==> src/logic/usbdc_defines.svh <==
// usbdc_defines.svh: offsets, field positions, reset values and timing counts
// assumes: included by bare name from the usb device core control design
`ifndef USBDC_DEFINES_SVH
`define USBDC_DEFINES_SVH

// ----------------------------------------------------------------------------
// register byte offsets
// ----------------------------------------------------------------------------
`define USBDC_OFF_GENCTL   8'h00
`define USBDC_OFF_DEVCTL   8'h04
`define USBDC_OFF_DEVIFLG  8'h08
`define USBDC_OFF_DEVIEN   8'h0C
`define USBDC_OFF_EPSEL    8'h10
`define USBDC_OFF_EPCFG    8'h14
`define USBDC_OFF_EPIFLG   8'h18
`define USBDC_OFF_EPIEN    8'h1C
`define USBDC_OFF_EPSUM    8'h20
`define USBDC_OFF_DPADDR   8'h24
`define USBDC_OFF_DPDATA   8'h28
`define USBDC_OFF_LINEDRV  8'h2C
`define USBDC_OFF_EPBASE   8'h30

// ----------------------------------------------------------------------------
// field positions
// ----------------------------------------------------------------------------
`define USBDC_GEN_ENABLE   7
`define USBDC_GEN_FREEZE   5
`define USBDC_DEV_DETACH   0
`define USBDC_DEV_EORRST   1
`define USBDC_DIF_SUSP     0
`define USBDC_DIF_WAKE     1
`define USBDC_DIF_EOR      2
`define USBDC_EPC_ENABLE   0
`define USBDC_EPC_RESERVE  1
`define USBDC_EPC_CONFIG_ACCEPTED_FLAG    7

// ----------------------------------------------------------------------------
// reset values
// ----------------------------------------------------------------------------
`define USBDC_GEN_RESET    8'h20
`define USBDC_DEV_RESET    8'h01

// ----------------------------------------------------------------------------
// timing
// ----------------------------------------------------------------------------
`define USBDC_CLK_HZ       10000000
`define USBDC_SUSP_US      3000
`define USBDC_SUSP_CYC     ((`USBDC_SUSP_US * (`USBDC_CLK_HZ / 1000)) / 1000)
`define USBDC_EOR_US       100
`define USBDC_EOR_CYC      ((`USBDC_EOR_US * (`USBDC_CLK_HZ / 1000)) / 1000)
`define USBDC_DPRAM_BYTES  176

`endif

==> src/logic/usbdc_pkg.sv <==
// usbdc_pkg.sv: types shared by the usb device core control design
// assumes: compiled before the design module
package usbdc_pkg;
	typedef enum logic [1:0] {
		USBDC_PAD_IDLE,
		USBDC_PAD_ACTIVE
	} usbdc_pad_t;

	typedef enum logic [1:0] {
		USBDC_LS_J,
		USBDC_LS_K,
		USBDC_LS_SE0,
		USBDC_LS_SE1
	} usbdc_line_t;
endpackage : usbdc_pkg

==> src/logic/usbdc_core.sv <==
// usbdc_core.sv: general control of a full-speed usb device controller
// assumes: wishbone classic master on core_clk_i, line pins asynchronous
//
// Summary of operation
// - 48 MHz reference, recovered 12 MHz bit clock
// - any hardware reset disables and resets controller
// - end-of-reset source resets but keeps enabled
// - timed interrupts only unfrozen; wake on line change
// - power-down wakes only through wake interrupt
// - eight enabled sources per endpoint, one vector
// - summary register names interrupting endpoints
// - any usb interrupt wakes idle cpu
// - listed registers stay accessible while frozen
// - frozen controller raises only wake interrupt
// - 176-byte memory serves five endpoints
// - reserve inserts region, next higher slides up
// - clearing enable keeps reserve and configuration
// - freeing reserve slides next higher region down
// - endpoint 0 data survives higher endpoint changes
// - identical re-reserve moves no higher region
// - config-accepted set even on overlap
// - suspend idles pad; activity wakes pad
// - detach idles pad; clearing reactivates
// - line writes only when enabled; reads always
// - enable bit enables; clear resets; reserved zero
// - 3 ms idle J sets suspend flag
`timescale 1ns/1ns
`default_nettype none
`include "usbdc_defines.svh"

module usbdc_core #(
	parameter int unsigned NUM_EP    = 5,
	parameter int unsigned SUSP_CYC  = `USBDC_SUSP_CYC,
	parameter int unsigned EOR_CYC   = `USBDC_EOR_CYC
) (
	// clock, reset, enable
	input  wire logic        core_clk_i,
	input  wire logic        reset_i,
	input  wire logic        clk_en_i,
	// wishbone classic slave
	input  wire logic        wb_cyc_i,
	input  wire logic        wb_stb_i,
	input  wire logic        wb_we_i,
	input  wire logic [7:0]  wb_adr_i,
	input  wire logic [3:0]  wb_sel_i,
	input  wire logic [31:0] wb_dat_i,
	output logic      [31:0] wb_dat_o,
	output logic             wb_ack_o,
	// endpoint event sources from the transfer engine
	input  wire logic [39:0] ep_event_i,
	// usb line, two-way pins
	input  wire logic        dp_i,
	input  wire logic        dm_i,
	output logic             dp_o,
	output logic             dm_o,
	output logic             dp_oe_o,
	output logic             dm_oe_o,
	// status towards the chip
	output logic             ctrl_enabled_o,
	output logic             ctrl_reset_o,
	output logic             usb_clk_run_o,
	output logic             pad_active_o,
	output logic             pullup_en_o,
	output logic             gen_irq_o,
	output logic             ep_irq_o,
	output logic             wake_irq_o,
	output logic             cpu_wake_o
);
	// ------------------------------------------------------------------------
	// state
	// ------------------------------------------------------------------------
	typedef struct packed {
		logic [1:0]              dp_sync;
		logic [1:0]              dm_sync;
		logic [1:0]              line_prev;
		logic                    enable;
		logic                    freeze;
		logic                    detach;
		logic                    eor_sel;
		logic [2:0]              dflag;
		logic [2:0]              dien;
		logic [2:0]              epsel;
		logic [NUM_EP-1:0]       ep_en;
		logic [NUM_EP-1:0]       ep_res;
		logic [NUM_EP-1:0]       ep_ok;
		logic [NUM_EP-1:0][2:0]  ep_size;
		logic [NUM_EP-1:0]       ep_bank;
		logic [NUM_EP-1:0][7:0]  ep_base;
		logic [NUM_EP-1:0][7:0]  ep_flg;
		logic [NUM_EP-1:0][7:0]  ep_ien;
		logic [7:0]              dpaddr;
		logic [3:0]              drive;
		logic [15:0]             idle_cnt;
		logic [15:0]             se0_cnt;
		usbdc_pkg::usbdc_pad_t   pad;
		logic                    ack;
		logic [31:0]             rdata;
	} usbdc_state_t;

	usbdc_state_t st_q;
	usbdc_state_t st_d;
	logic [7:0]   dpram [0:`USBDC_DPRAM_BYTES-1];

	// ------------------------------------------------------------------------
	// helpers
	// ------------------------------------------------------------------------
	// bytes taken by an endpoint: 8 << size, size capped at 3, doubled with two banks
	function automatic logic [7:0] usbdc_ep_bytes(input logic [2:0] sz,
		input logic bk);
		logic [7:0] b;
		b = 8'h08 << ((sz > 3'h3) ? 3'h3 : sz);
		usbdc_ep_bytes = bk ? 8'(b << 1) : b;
	endfunction : usbdc_ep_bytes

	function automatic logic [31:0] usbdc_byte(input logic [7:0] v);
		usbdc_byte = {24'h0, v};
	endfunction : usbdc_byte

	// ------------------------------------------------------------------------
	// combinational next state
	// ------------------------------------------------------------------------
	logic                  wr;
	logic                  rd;
	logic                  frozen;
	logic                  timed_ok;
	logic [1:0]            line;
	logic                  eor_evt;
	logic [NUM_EP-1:0]     ep_pend;
	logic [7:0]            wbyte;
	logic [2:0]            sel;
	logic [7:0]            nb;
	logic [7:0]            top;
	logic                  dp_wr;
	logic                  chg;

	assign line     = {st_q.dp_sync[1], st_q.dm_sync[1]};
	assign frozen   = st_q.freeze | ~st_q.enable;
	assign timed_ok = ~frozen;
	assign wbyte    = wb_dat_i[7:0];
	assign sel      = st_q.epsel;

	always_comb begin
		st_d  = st_q;
		wr    = 1'b0;
		rd    = 1'b0;
		eor_evt = 1'b0;
		nb    = 8'h00;
		top   = 8'h00;
		dp_wr = 1'b0;
		chg   = 1'b0;
		for (int i = 0; i < NUM_EP; i++) begin
			ep_pend[i] = |(st_q.ep_flg[i] & st_q.ep_ien[i]);
		end
		// line sampled through two flops, second one read only
		st_d.dp_sync   = {st_q.dp_sync[0], dp_i};
		st_d.dm_sync   = {st_q.dm_sync[0], dm_i};
		st_d.line_prev = line;
		st_d.ack       = 1'b0;
		// register access, one wait state; frozen clock does not block it
		if (wb_cyc_i && wb_stb_i && !st_q.ack) begin
			st_d.ack = 1'b1;
			wr = wb_we_i & wb_sel_i[0];
			rd = ~wb_we_i;
		end
		st_d.rdata = 32'h0;
		if (rd) begin
			case (wb_adr_i)
				`USBDC_OFF_GENCTL:  st_d.rdata = usbdc_byte({st_q.enable,
					1'b0, st_q.freeze, 5'h00});
				`USBDC_OFF_DEVCTL:  st_d.rdata = usbdc_byte({6'h00,
					st_q.eor_sel, st_q.detach});
				`USBDC_OFF_DEVIFLG: st_d.rdata = usbdc_byte({5'h00, st_q.dflag});
				`USBDC_OFF_DEVIEN:  st_d.rdata = usbdc_byte({5'h00, st_q.dien});
				`USBDC_OFF_EPSEL:   st_d.rdata = usbdc_byte({5'h00, sel});
				`USBDC_OFF_EPCFG:   st_d.rdata = usbdc_byte({st_q.ep_ok[sel],
					1'b0, st_q.ep_bank[sel], st_q.ep_size[sel],
					st_q.ep_res[sel], st_q.ep_en[sel]});
				`USBDC_OFF_EPIFLG:  st_d.rdata = usbdc_byte(st_q.ep_flg[sel]);
				`USBDC_OFF_EPIEN:   st_d.rdata = usbdc_byte(st_q.ep_ien[sel]);
				`USBDC_OFF_EPSUM:   st_d.rdata = usbdc_byte(8'(ep_pend));
				`USBDC_OFF_DPADDR:  st_d.rdata = usbdc_byte(st_q.dpaddr);
				`USBDC_OFF_DPDATA:  st_d.rdata = usbdc_byte(dpram[st_q.dpaddr]);
				`USBDC_OFF_LINEDRV: st_d.rdata = usbdc_byte({st_q.drive,
					2'h0, line});
				`USBDC_OFF_EPBASE:  st_d.rdata = usbdc_byte(st_q.ep_base[sel]);
				default:            st_d.rdata = 32'h0;
			endcase
		end
		if (wr) begin
			case (wb_adr_i)
				`USBDC_OFF_GENCTL: begin
					st_d.enable = wbyte[`USBDC_GEN_ENABLE];
					st_d.freeze = wbyte[`USBDC_GEN_FREEZE];
				end
				`USBDC_OFF_DEVCTL: begin
					st_d.detach  = wbyte[`USBDC_DEV_DETACH];
					st_d.eor_sel = wbyte[`USBDC_DEV_EORRST];
				end
				`USBDC_OFF_DEVIFLG: st_d.dflag = st_q.dflag & wbyte[2:0];
				`USBDC_OFF_DEVIEN:  st_d.dien  = wbyte[2:0];
				`USBDC_OFF_EPSEL:   st_d.epsel = wbyte[2:0];
				`USBDC_OFF_EPCFG: if (32'(sel) < NUM_EP) begin
					// enable clear keeps reserve, size and bank
					st_d.ep_en[sel]   = wbyte[`USBDC_EPC_ENABLE];
					st_d.ep_res[sel]  = wbyte[`USBDC_EPC_RESERVE];
					st_d.ep_size[sel] = wbyte[4:2];
					st_d.ep_bank[sel] = wbyte[5];
					nb = usbdc_ep_bytes(wbyte[4:2], wbyte[5]);
					// same region rewritten must not disturb neighbours
					chg = (wbyte[`USBDC_EPC_RESERVE] != st_q.ep_res[sel]) ||
						(wbyte[`USBDC_EPC_RESERVE] && nb != usbdc_ep_bytes(
						st_q.ep_size[sel], st_q.ep_bank[sel]));
					// region starts after the lower neighbour
					if (sel != 3'h0)
						top = 8'(st_q.ep_base[sel-1] + (st_q.ep_res[sel-1] ?
							usbdc_ep_bytes(st_q.ep_size[sel-1],
							st_q.ep_bank[sel-1]) : 8'h00));
					st_d.ep_base[sel] = top;
					// only the next higher region slides, others stay
					if (32'(sel) + 1 < NUM_EP && st_q.ep_res[sel+1] &&
						chg) begin
						if (wbyte[`USBDC_EPC_RESERVE])
							st_d.ep_base[sel+1] = 8'(top + nb);
						else
							st_d.ep_base[sel+1] = top;
					end
					// accepted even on overlap; refused when too big or reserve clear
					st_d.ep_ok[sel] = wbyte[`USBDC_EPC_RESERVE] &&
						(9'(top) + 9'(nb) <= 9'(`USBDC_DPRAM_BYTES));
				end
				`USBDC_OFF_EPIFLG: st_d.ep_flg[sel] = st_q.ep_flg[sel] & wbyte;
				`USBDC_OFF_EPIEN:  st_d.ep_ien[sel] = wbyte;
				`USBDC_OFF_DPADDR: st_d.dpaddr = wbyte;
				`USBDC_OFF_DPDATA: dp_wr = 1'b1;
				`USBDC_OFF_LINEDRV: if (st_q.enable)
					st_d.drive = wbyte[7:4];
				default: ;
			endcase
		end
		// endpoint events; set wins over software clear
		if (timed_ok) begin
			for (int i = 0; i < NUM_EP; i++) begin
				if (st_q.ep_en[i])
					st_d.ep_flg[i] = st_d.ep_flg[i] | ep_event_i[i*8 +: 8];
			end
		end
		// suspend timer on idle J
		if (timed_ok && line == 2'b10) begin
			if (st_q.idle_cnt >= 16'(SUSP_CYC - 1)) begin
				if (st_q.idle_cnt == 16'(SUSP_CYC - 1)) begin
					st_d.dflag[`USBDC_DIF_SUSP] = 1'b1;
					st_d.pad = usbdc_pkg::USBDC_PAD_IDLE;
				end
				st_d.idle_cnt = 16'(SUSP_CYC);
			end else
				st_d.idle_cnt = st_q.idle_cnt + 16'h1;
		end else
			st_d.idle_cnt = 16'h0;
		// bus reset: long se0, end of it at release
		if (timed_ok && line == 2'b00) begin
			if (st_q.se0_cnt < 16'(EOR_CYC))
				st_d.se0_cnt = st_q.se0_cnt + 16'h1;
		end else begin
			if (st_q.se0_cnt == 16'(EOR_CYC))
				eor_evt = 1'b1;
			st_d.se0_cnt = 16'h0;
		end
		// line change is seen even while frozen
		if (line != st_q.line_prev && st_q.enable) begin
			st_d.dflag[`USBDC_DIF_WAKE] = 1'b1;
			st_d.pad = usbdc_pkg::USBDC_PAD_ACTIVE;
		end
		if (st_d.detach)
			st_d.pad = usbdc_pkg::USBDC_PAD_IDLE;
		else if (st_q.detach)
			st_d.pad = usbdc_pkg::USBDC_PAD_ACTIVE;
		if (eor_evt) begin
			st_d.dflag[`USBDC_DIF_EOR] = 1'b1;
			// endpoints disabled, control endpoint stays configured
			st_d.ep_en[NUM_EP-1:1] = '0;
			if (st_q.eor_sel) begin
				// reset without disabling keeps the device attached
				st_d.dflag = 3'(1 << `USBDC_DIF_EOR);
				st_d.drive = 4'h0;
			end
		end
		// disable clears flags, endpoint enable/reserve/accepted, drive, timers and pad
		if (!st_d.enable) begin
			st_d.dflag    = 3'h0;
			st_d.ep_en    = '0;
			st_d.ep_res   = '0;
			st_d.ep_ok    = '0;
			st_d.ep_flg   = '0;
			st_d.drive    = 4'h0;
			st_d.idle_cnt = 16'h0;
			st_d.se0_cnt  = 16'h0;
			st_d.pad      = usbdc_pkg::USBDC_PAD_IDLE;
		end
	end

	// ------------------------------------------------------------------------
	// registers
	// ------------------------------------------------------------------------
	always_ff @(posedge core_clk_i) begin
		if (reset_i) begin
			st_q        <= '0;
			st_q.freeze <= 1'(`USBDC_GEN_RESET >> `USBDC_GEN_FREEZE);
			st_q.detach <= 1'b1;
			st_q.pad    <= usbdc_pkg::USBDC_PAD_IDLE;
		end else if (clk_en_i) begin
			st_q <= st_d;
		end
	end

	// endpoint 0 sits at base zero and never slides, so its data stays
	always_ff @(posedge core_clk_i) begin
		if (clk_en_i && dp_wr)
			dpram[st_q.dpaddr] <= wbyte;
	end

	// ------------------------------------------------------------------------
	// outputs
	// ------------------------------------------------------------------------
	assign wb_ack_o       = st_q.ack;
	assign wb_dat_o       = st_q.rdata;
	assign dp_o           = st_q.drive[1];
	assign dm_o           = st_q.drive[0];
	assign dp_oe_o        = st_q.enable & st_q.drive[3];
	assign dm_oe_o        = st_q.enable & st_q.drive[3];
	assign ctrl_enabled_o = st_q.enable;
	assign ctrl_reset_o   = ~st_q.enable;
	// 48 MHz reference and bit-clock recovery gate on this
	assign usb_clk_run_o  = st_q.enable & ~st_q.freeze;
	assign pad_active_o   = st_q.pad == usbdc_pkg::USBDC_PAD_ACTIVE;
	assign pullup_en_o    = st_q.enable & ~st_q.detach;
	assign gen_irq_o      = |(st_q.dflag & st_q.dien &
		{~frozen, 1'b1, ~frozen});
	assign ep_irq_o       = timed_ok & |ep_pend;
	assign wake_irq_o     = st_q.dflag[`USBDC_DIF_WAKE] &
		st_q.dien[`USBDC_DIF_WAKE];
	assign cpu_wake_o     = gen_irq_o | ep_irq_o;
endmodule : usbdc_core
`default_nettype wire

==> config.mk <==
export PLATFORM = sky130hd
export DESIGN_NAME = usbdc_core
export DESIGN_NICKNAME = d
export VERILOG_FILES = /design/src/logic/usbdc_pkg.sv /design/src/logic/usbdc_core.sv
export VERILOG_INCLUDE_DIRS = /design/src /design/src/logic
export SDC_FILE = /design/constraint.sdc
export NUM_CORES = 2
export LEC_CHECK = 0
export BUFFER_PORTS_ARGS = -buffer_cell sky130_fd_sc_hd__buf_4
export CORE_MARGIN = 1.5
export CORE_UTILIZATION = 25
export DETAILED_ROUTE_END_ITERATION = 6
export GPL_TIMING_DRIVEN = 0
export PLACE_DENSITY = 0.36
export RECOVER_POWER = 25
export REMOVE_ABC_BUFFERS = 1
export SLEW_MARGIN = 0
export SYNTH_ARGS = -nofsm -noshare
export SYNTH_HDL_FRONTEND = slang
export SYNTH_SLANG_ARGS = --single-unit
==> constraint.sdc <==
create_clock -name core_clk_i -period 6.7 [get_ports core_clk_i]
set_input_delay 0.67 -clock core_clk_i [delete_from_list [all_inputs] [get_ports core_clk_i]]
set_output_delay 0.67 -clock core_clk_i [all_outputs]
set_load 0.01 [all_outputs]
Yosys cells after proc, flatten, opt, wreduce, memory -nomap -nowiden
Memories as Yosys holds them, arrays and structs flattened. A register that Yosys moved wholly into a read port is not among the register bits.
Index checks and enable logic that the tools add are counted.
Operators by class
  $add $sub $neg: 7
  magnitude comparators: 13
  equality and inequality tests: 30
  shift operators: 3
  multiplexer cells: 112
  bitwise logic cells: 27
  reductions and logical operators: 36
Operators with widths (count)
  $mux W40: 6
  $bwmux W40: 5
  $mux W8: 23
  $mux W180: 1
  $mux W75: 2
  $pmux W8 S13: 1
  $bmux W8 S3: 4
  $mux W16: 4
  $and A8 B8 Y8: 6
  $demux W8 S3: 2
  $eq A8 B6 Y1 const B: 5
  $or A8 B8 Y8: 5
  $reduce_or A40 Y1: 1
  $reduce_or A8 Y1: 5
  $mux W38: 1
  $mux W3: 11
  $add A16 B1 Y16 const B: 2
  $eq A8 B5 Y1 const B: 4
  $lt A32 B3 Y1 const B: 1
  $lt A32 B4 Y1 const B: 1
  $shl A4 B3 Y8 const A: 3
  $bmux W1 S3: 7
  $mux W1: 21
  $reduce_and A3 Y1: 7
  47 further kinds: 100
Word-level totals
  register bits: 253
  bits in writable memories: 1408
  bits of input ports: 92
  output and inout bits: 46
  word-level logic and storage cells: 272
  memories kept: 1
Memories
  dpram: words 176, width 8, read ports 1, clocked after memory_dff 1, write ports 1, RTL line usbdc_core.sv:102  | logic [7:0] dpram [0:`USBDC_DPRAM_BYTES-1];

Depth between registers and ports, before layout
  word-level depth: 26
  gate-level depth with buffers: 27
  depth with buffers taken out: 23

Least setup slack after synthesis
Ideal clock, no wire load.
  path kind: register -> register
  start: register st_q (netlist bit sel[0])
  end: register st_q[182] in the netlist's numbering
  setup time: 74 ps
  arrival: 5277 ps
  required time: 6626 ps
  setup slack: 1349 ps
  stages on the path, launching flop included: 27
  path buffers: 4
  clock period less this slack: 5351 ps
  path through: dfxtp_1 -> buf_6 -> buf_6 -> inv_1 -> clkbuf_1 -> ha_1 -> clkbuf_1 -> mux4_2 -> o21a_1 -> a21oi_1 -> inv_1 -> nor3_1 -> ha_1 -> inv_1 -> fa_1 -> nor2b_1 -> o21a_1 -> nor2_1 -> xnor2_1 -> xor2_1 -> nor2_1 -> ha_1 -> xnor2_1 -> nand2_1 -> o31ai_2 -> or4b_1 -> a31oi_1
On the way
  longest elaborated chain between the ends: 17
  elaborated cells on any way between the ends: 58
  those cells by class: 4 x add/sub; 8 x order compare; 2 x eq/ne; 2 x shift; 34 x mux; 8 x reduce/logical
RTL lines
  start: declaration: RTL line usbdc_core.sv:100  | usbdc_state_t st_q;
  start signal: assignment: RTL line usbdc_core.sv:311  | st_q <= st_d;
  $sub A3 B1 Y4: RTL line usbdc_core.sv:215, usbdc_core.sv:216, usbdc_core.sv:217
  $bmux W3 S3: RTL line usbdc_core.sv:216  | usbdc_ep_bytes(st_q.ep_size[sel-1],
  $mux W3 (implied by the code): RTL line usbdc_core.sv:216
  $gt A3 B2 Y1: RTL line usbdc_core.sv:111  | b = 8'h08 << ((sz > 3'h3) ? 3'h3 : sz);
  $mux W3: RTL line usbdc_core.sv:111
  $shl A4 B3 Y8: RTL line usbdc_core.sv:111
  $mux W8: RTL line usbdc_core.sv:112  | usbdc_ep_bytes = bk ? 8'(b << 1) : b;
  $mux W8: RTL line usbdc_core.sv:215  | top = 8'(st_q.ep_base[sel-1] + (st_q.ep_res[sel-1] ?
  $add A8 B8 Y8: RTL line usbdc_core.sv:215
  $mux W8: RTL line usbdc_core.sv:214  | if (sel != 3'h0)
  $mux W8: RTL line usbdc_core.sv:202  | `USBDC_OFF_EPCFG: if (32'(sel) < NUM_EP) begin
  $mux W8: RTL line usbdc_core.sv:190  | case (wb_adr_i)
  $mux W8: RTL line usbdc_core.sv:189  | if (wr) begin
  $add A8 B8 Y8 / $bwmux W40 (equally long branches): RTL line usbdc_core.sv:223, usbdc_core.sv:218
  $bwmux W40 (on tied branches): RTL line usbdc_core.sv:223, usbdc_core.sv:225
  $mux W40: RTL line usbdc_core.sv:222  | if (wbyte[`USBDC_EPC_RESERVE])
  $mux W40: RTL line usbdc_core.sv:220  | if (32'(sel) + 1 < NUM_EP && st_q.ep_res[sel+1] &&
Parallel ways exist; a longest one is shown, timed or not. The select of a mux whose other input is x is not followed.
A chain may end at the register's enable or synchronous reset.

Worst setup path after layout
Same ends and word-level chain as after synthesis.

==> flow_summary.ini <==
[logic_synthesis]
synth_top_family_by_area = multiplexers
synth-xor-area-share = 0.00294
async_reset_ff_frac = 0
netlist.area_leader.share = 0.621
synth-compound-area-share = 0.0534
synth_top_area_cell = edfxtp_1
synthFlopType = edfxtp_1
synth_mux_area_frac = 0.170
synth_edf_count = 1408
yosysUniqueCellTypes = 99
synthesis.area_sq_um = 68100
ys_ff_latch = 1644
synth-adder-area-share = 0.00335
seq_area_frac_synth = 0.691
synth_area_leaders = edfxtp_1, mux4_2, dfxtp_1, nor2_1, a21oi_1
synthSimpleGateAreaFrac = 0.0586
syn_area_per_cell_sq_um = 17.0
synth_cells = 4001
yosys_warnings = 0

[timing]
hold-worst-slack_ps = 218
rsz0062_at_grt = false
slew_headroom = -2.51
tightest_slew_ps = 5270
fmax_mhz = 160
period_needed_ps = 6240
slew_viol_final = 633
setup_ws_ps = 462
hold_viol = 0
fin_crit_sh = 0.931
clock_skew_ps = 35.2
setup_viol = 0

[floorplanning]
rows = 191
coreArea_sq_um = 271000
start_util = 0.251
dieArea_sq_um = 275000
die_x_um = 525
ios = 138
die_y_um = 525

[routing]
drtPass1Iterations = 6
routed_wl_um = 214000
ant_nets = 0
via_count = 37536
wl_per_cell_um = 27.4
drtIter0Drc = 3449
via_per_inst = 4.81
drc_errors = 0

[cts]
cts_buffers = 187
clk_pin_slew_ps = 60
cts_tree = done
cts_sinks = 1644
cts_root_buffer = clkbuf_16
htreeDepth = 4
cts.path.max_buffers = 3
insertion_delay_ps = 840

[setup_path]
path_max_fanout = 38
endpoint_kind = flip-flop
required_ps = 7430
reg2reg_from = sel[0]$_SDFFE_PP0P_
worst-setup-path-type = flip-flop to flip-flop
startpoint_type = flip-flop
crit_arrival_ps = 6970
startpoint = sel[0]$_SDFFE_PP0P_

[power_and_ir_drop]
power.share.combinational = 0.015
finalPower_uw = 22000
peakVddDrop_mv = 0.274
pwr-share-clk = 0.479
seqPwrFrac = 0.505
p_leak_uw = 0.0234
p_int_uw = 17300
powerDensity_nw_per_um2 = 275
p_switching_uw = 4720
swShare = 0.215

[layout]
layout_commonest_cell = edfxtp_1
syn_to_final_growth_pct = 17.4
layout.nets = 4194
postLayoutCoreUtil = 0.295
final_cell_mix = edfxtp_1, mux4_2, nor2_1
drive_gt1_frac = 0.234

[grt]
gr-total-overflow = 0
antenna_found_initial = 16
grt_pass1_wl_um = 303000
grt_max_degree = 137
grt_use_total = 0.153
grt_pass1_vias = 38186

[run_status]
outcome = complete, but fails checks
violations = capacitance limit, slew limit

[placed_design]
hpwl_um = 136000
gp_congestion = 0.806
pre_cts_slack_ps = -893
io_buffers = 86

[job]
max-cap-violations = 8

[min_path]
hp-class = input pin to flip-flop
min_from = reset_i
path summary, 6_finish.rpt:
check,to,slack [ps],depth (start not counted)
min,st_q[62]$_SDFFE_PP0P_,220,2
max reg2reg,st_q[182]$_SDFFE_PP0P_,460,25
min reg2reg,st_q[204]$_SDFFE_PP0P_,470,2
max,st_q[182]$_SDFFE_PP0P_,460,25
area by class of cell:
| type | count | area (sq um) |
|---|---|---|
| Clock buffer | 221 | 4860 |
| Sequential cell | 1644 | 47000 |
| Timing Repair Buffer | 159 | 2120 |
| Fill cell | 26649 | 191000 |
| Clock inverter | 119 | 1440 |
| Multi-Input combinational cell | 2065 | 19800 |
| Tap cell | 3570 | 4470 |
| Inverter | 28 | 105 |
| Antenna cell | 4 | 10.0 |
flip-flops by register name, summed over array words and instances, names as in the netlist, named ones only:
signal / cells
sel: 3
st_q: 209
st_d: 2
line: 2
ctrl_enabled_o: 1
dpram: 1408
wb_ack_o: 1
wb_dat_o: 8
dp_o: 1
dm_o: 1
power groups by stage:
stage | sequential, uW | combinational, uW | clock, uW
after floorplan | 11300 | 55.1 | 0
after CTS | 11100 | 359 | 10800
after global routing | 11100 | 370 | 11200
after global placement | 11300 | 322 | 0
final | 11100 | 340 | 10500
after detailed placement | 11300 | 358 | 0
cell usage after synthesis, drive strengths merged, types with 8 or more instances:
cell type	count
nand4	11
o221a	21
nor3b	11
nand2	259
nor3	38
ha	15
dfxtp	236
a221oi	15
inv	27
a21o	8
buf	126
and3	19
and2	14
nor2b	23
nor2	363
o21ai	98
nand3	75
xor2	12
a21oi	217
o211ai	9
a22oi	93
a31oi	12
nand2b	10
mux4	470
or2	10
nor4	9
clkbuf	161
xnor2	10
mux2i	91
o22ai	8
edfxtp	1408
routing by layer:
metal / routed length (um) / up-vias / share of wire / GRT usage
li1: - / 16185 / - / -
met1: 102000 / 20113 / 0.47 / 0.223
met2: 99100 / 1006 / 0.46 / 0.239
met3: 8930 / 232 / 0.042 / 0.0217
met4: 4150 / 0 / 0.019 / 0.0364
met5: 0 / - / 0 / 0
critical path, stage by stage (launching register included):
cell     delay [ps]
dfxtp_4         370
buf_16          220
inv_1           300
ha_1            420
xnor2_4         390
buf_6           210
mux2i_1         120
a31o_2          240
a21oi_2         250
inv_1            70
nor3_1          260
ha_1            220
inv_1            60
fa_1            440
nor2b_1         170
o21a_1          130
nor2_1           40
xnor2_1         240
xor2_2          310
nor2_1          130
ha_1            380
xnor2_1         190
nand2_1          80
o31ai_2         140
or4b_1          470
a31oi_1         170
stage by stage:
| stage | cells | setup TNS (ps) | cell area [sq um] |
|---|---|---|---|
| 6_report | 7810 | 0 | 79900 |
| 5_1_grt | 7808 | 0 | 79900 |
| 4_1_cts | 7797 | 0 | 79900 |
| 3_5_place_dp | 7453 | -10020 | 73500 |
| 3_3_place_gp | 7393 | -487990 | 71900 |
| 2_1_floorplan | 3737 | -95850 | 66800 |
what timing repair did:
item | CTS | global route
hold buffers | 2 | 0
setup endpoints to repair | 20 | 6
endpoints found under the hold margin | 2 | 0
resized for setup | 6 | 1
pin swaps | 1 | 0
setup buffers | 2 | 9
logic make-up after synthesis:
logic type / after synthesis
fa+ha+maj: 17
simple gates: 877
xor+xnor: 22
buf+inv: 315
flops: 1644
compound gates: 558
other cells: 1
mux: 567
(Power assumes the default switching activity.)
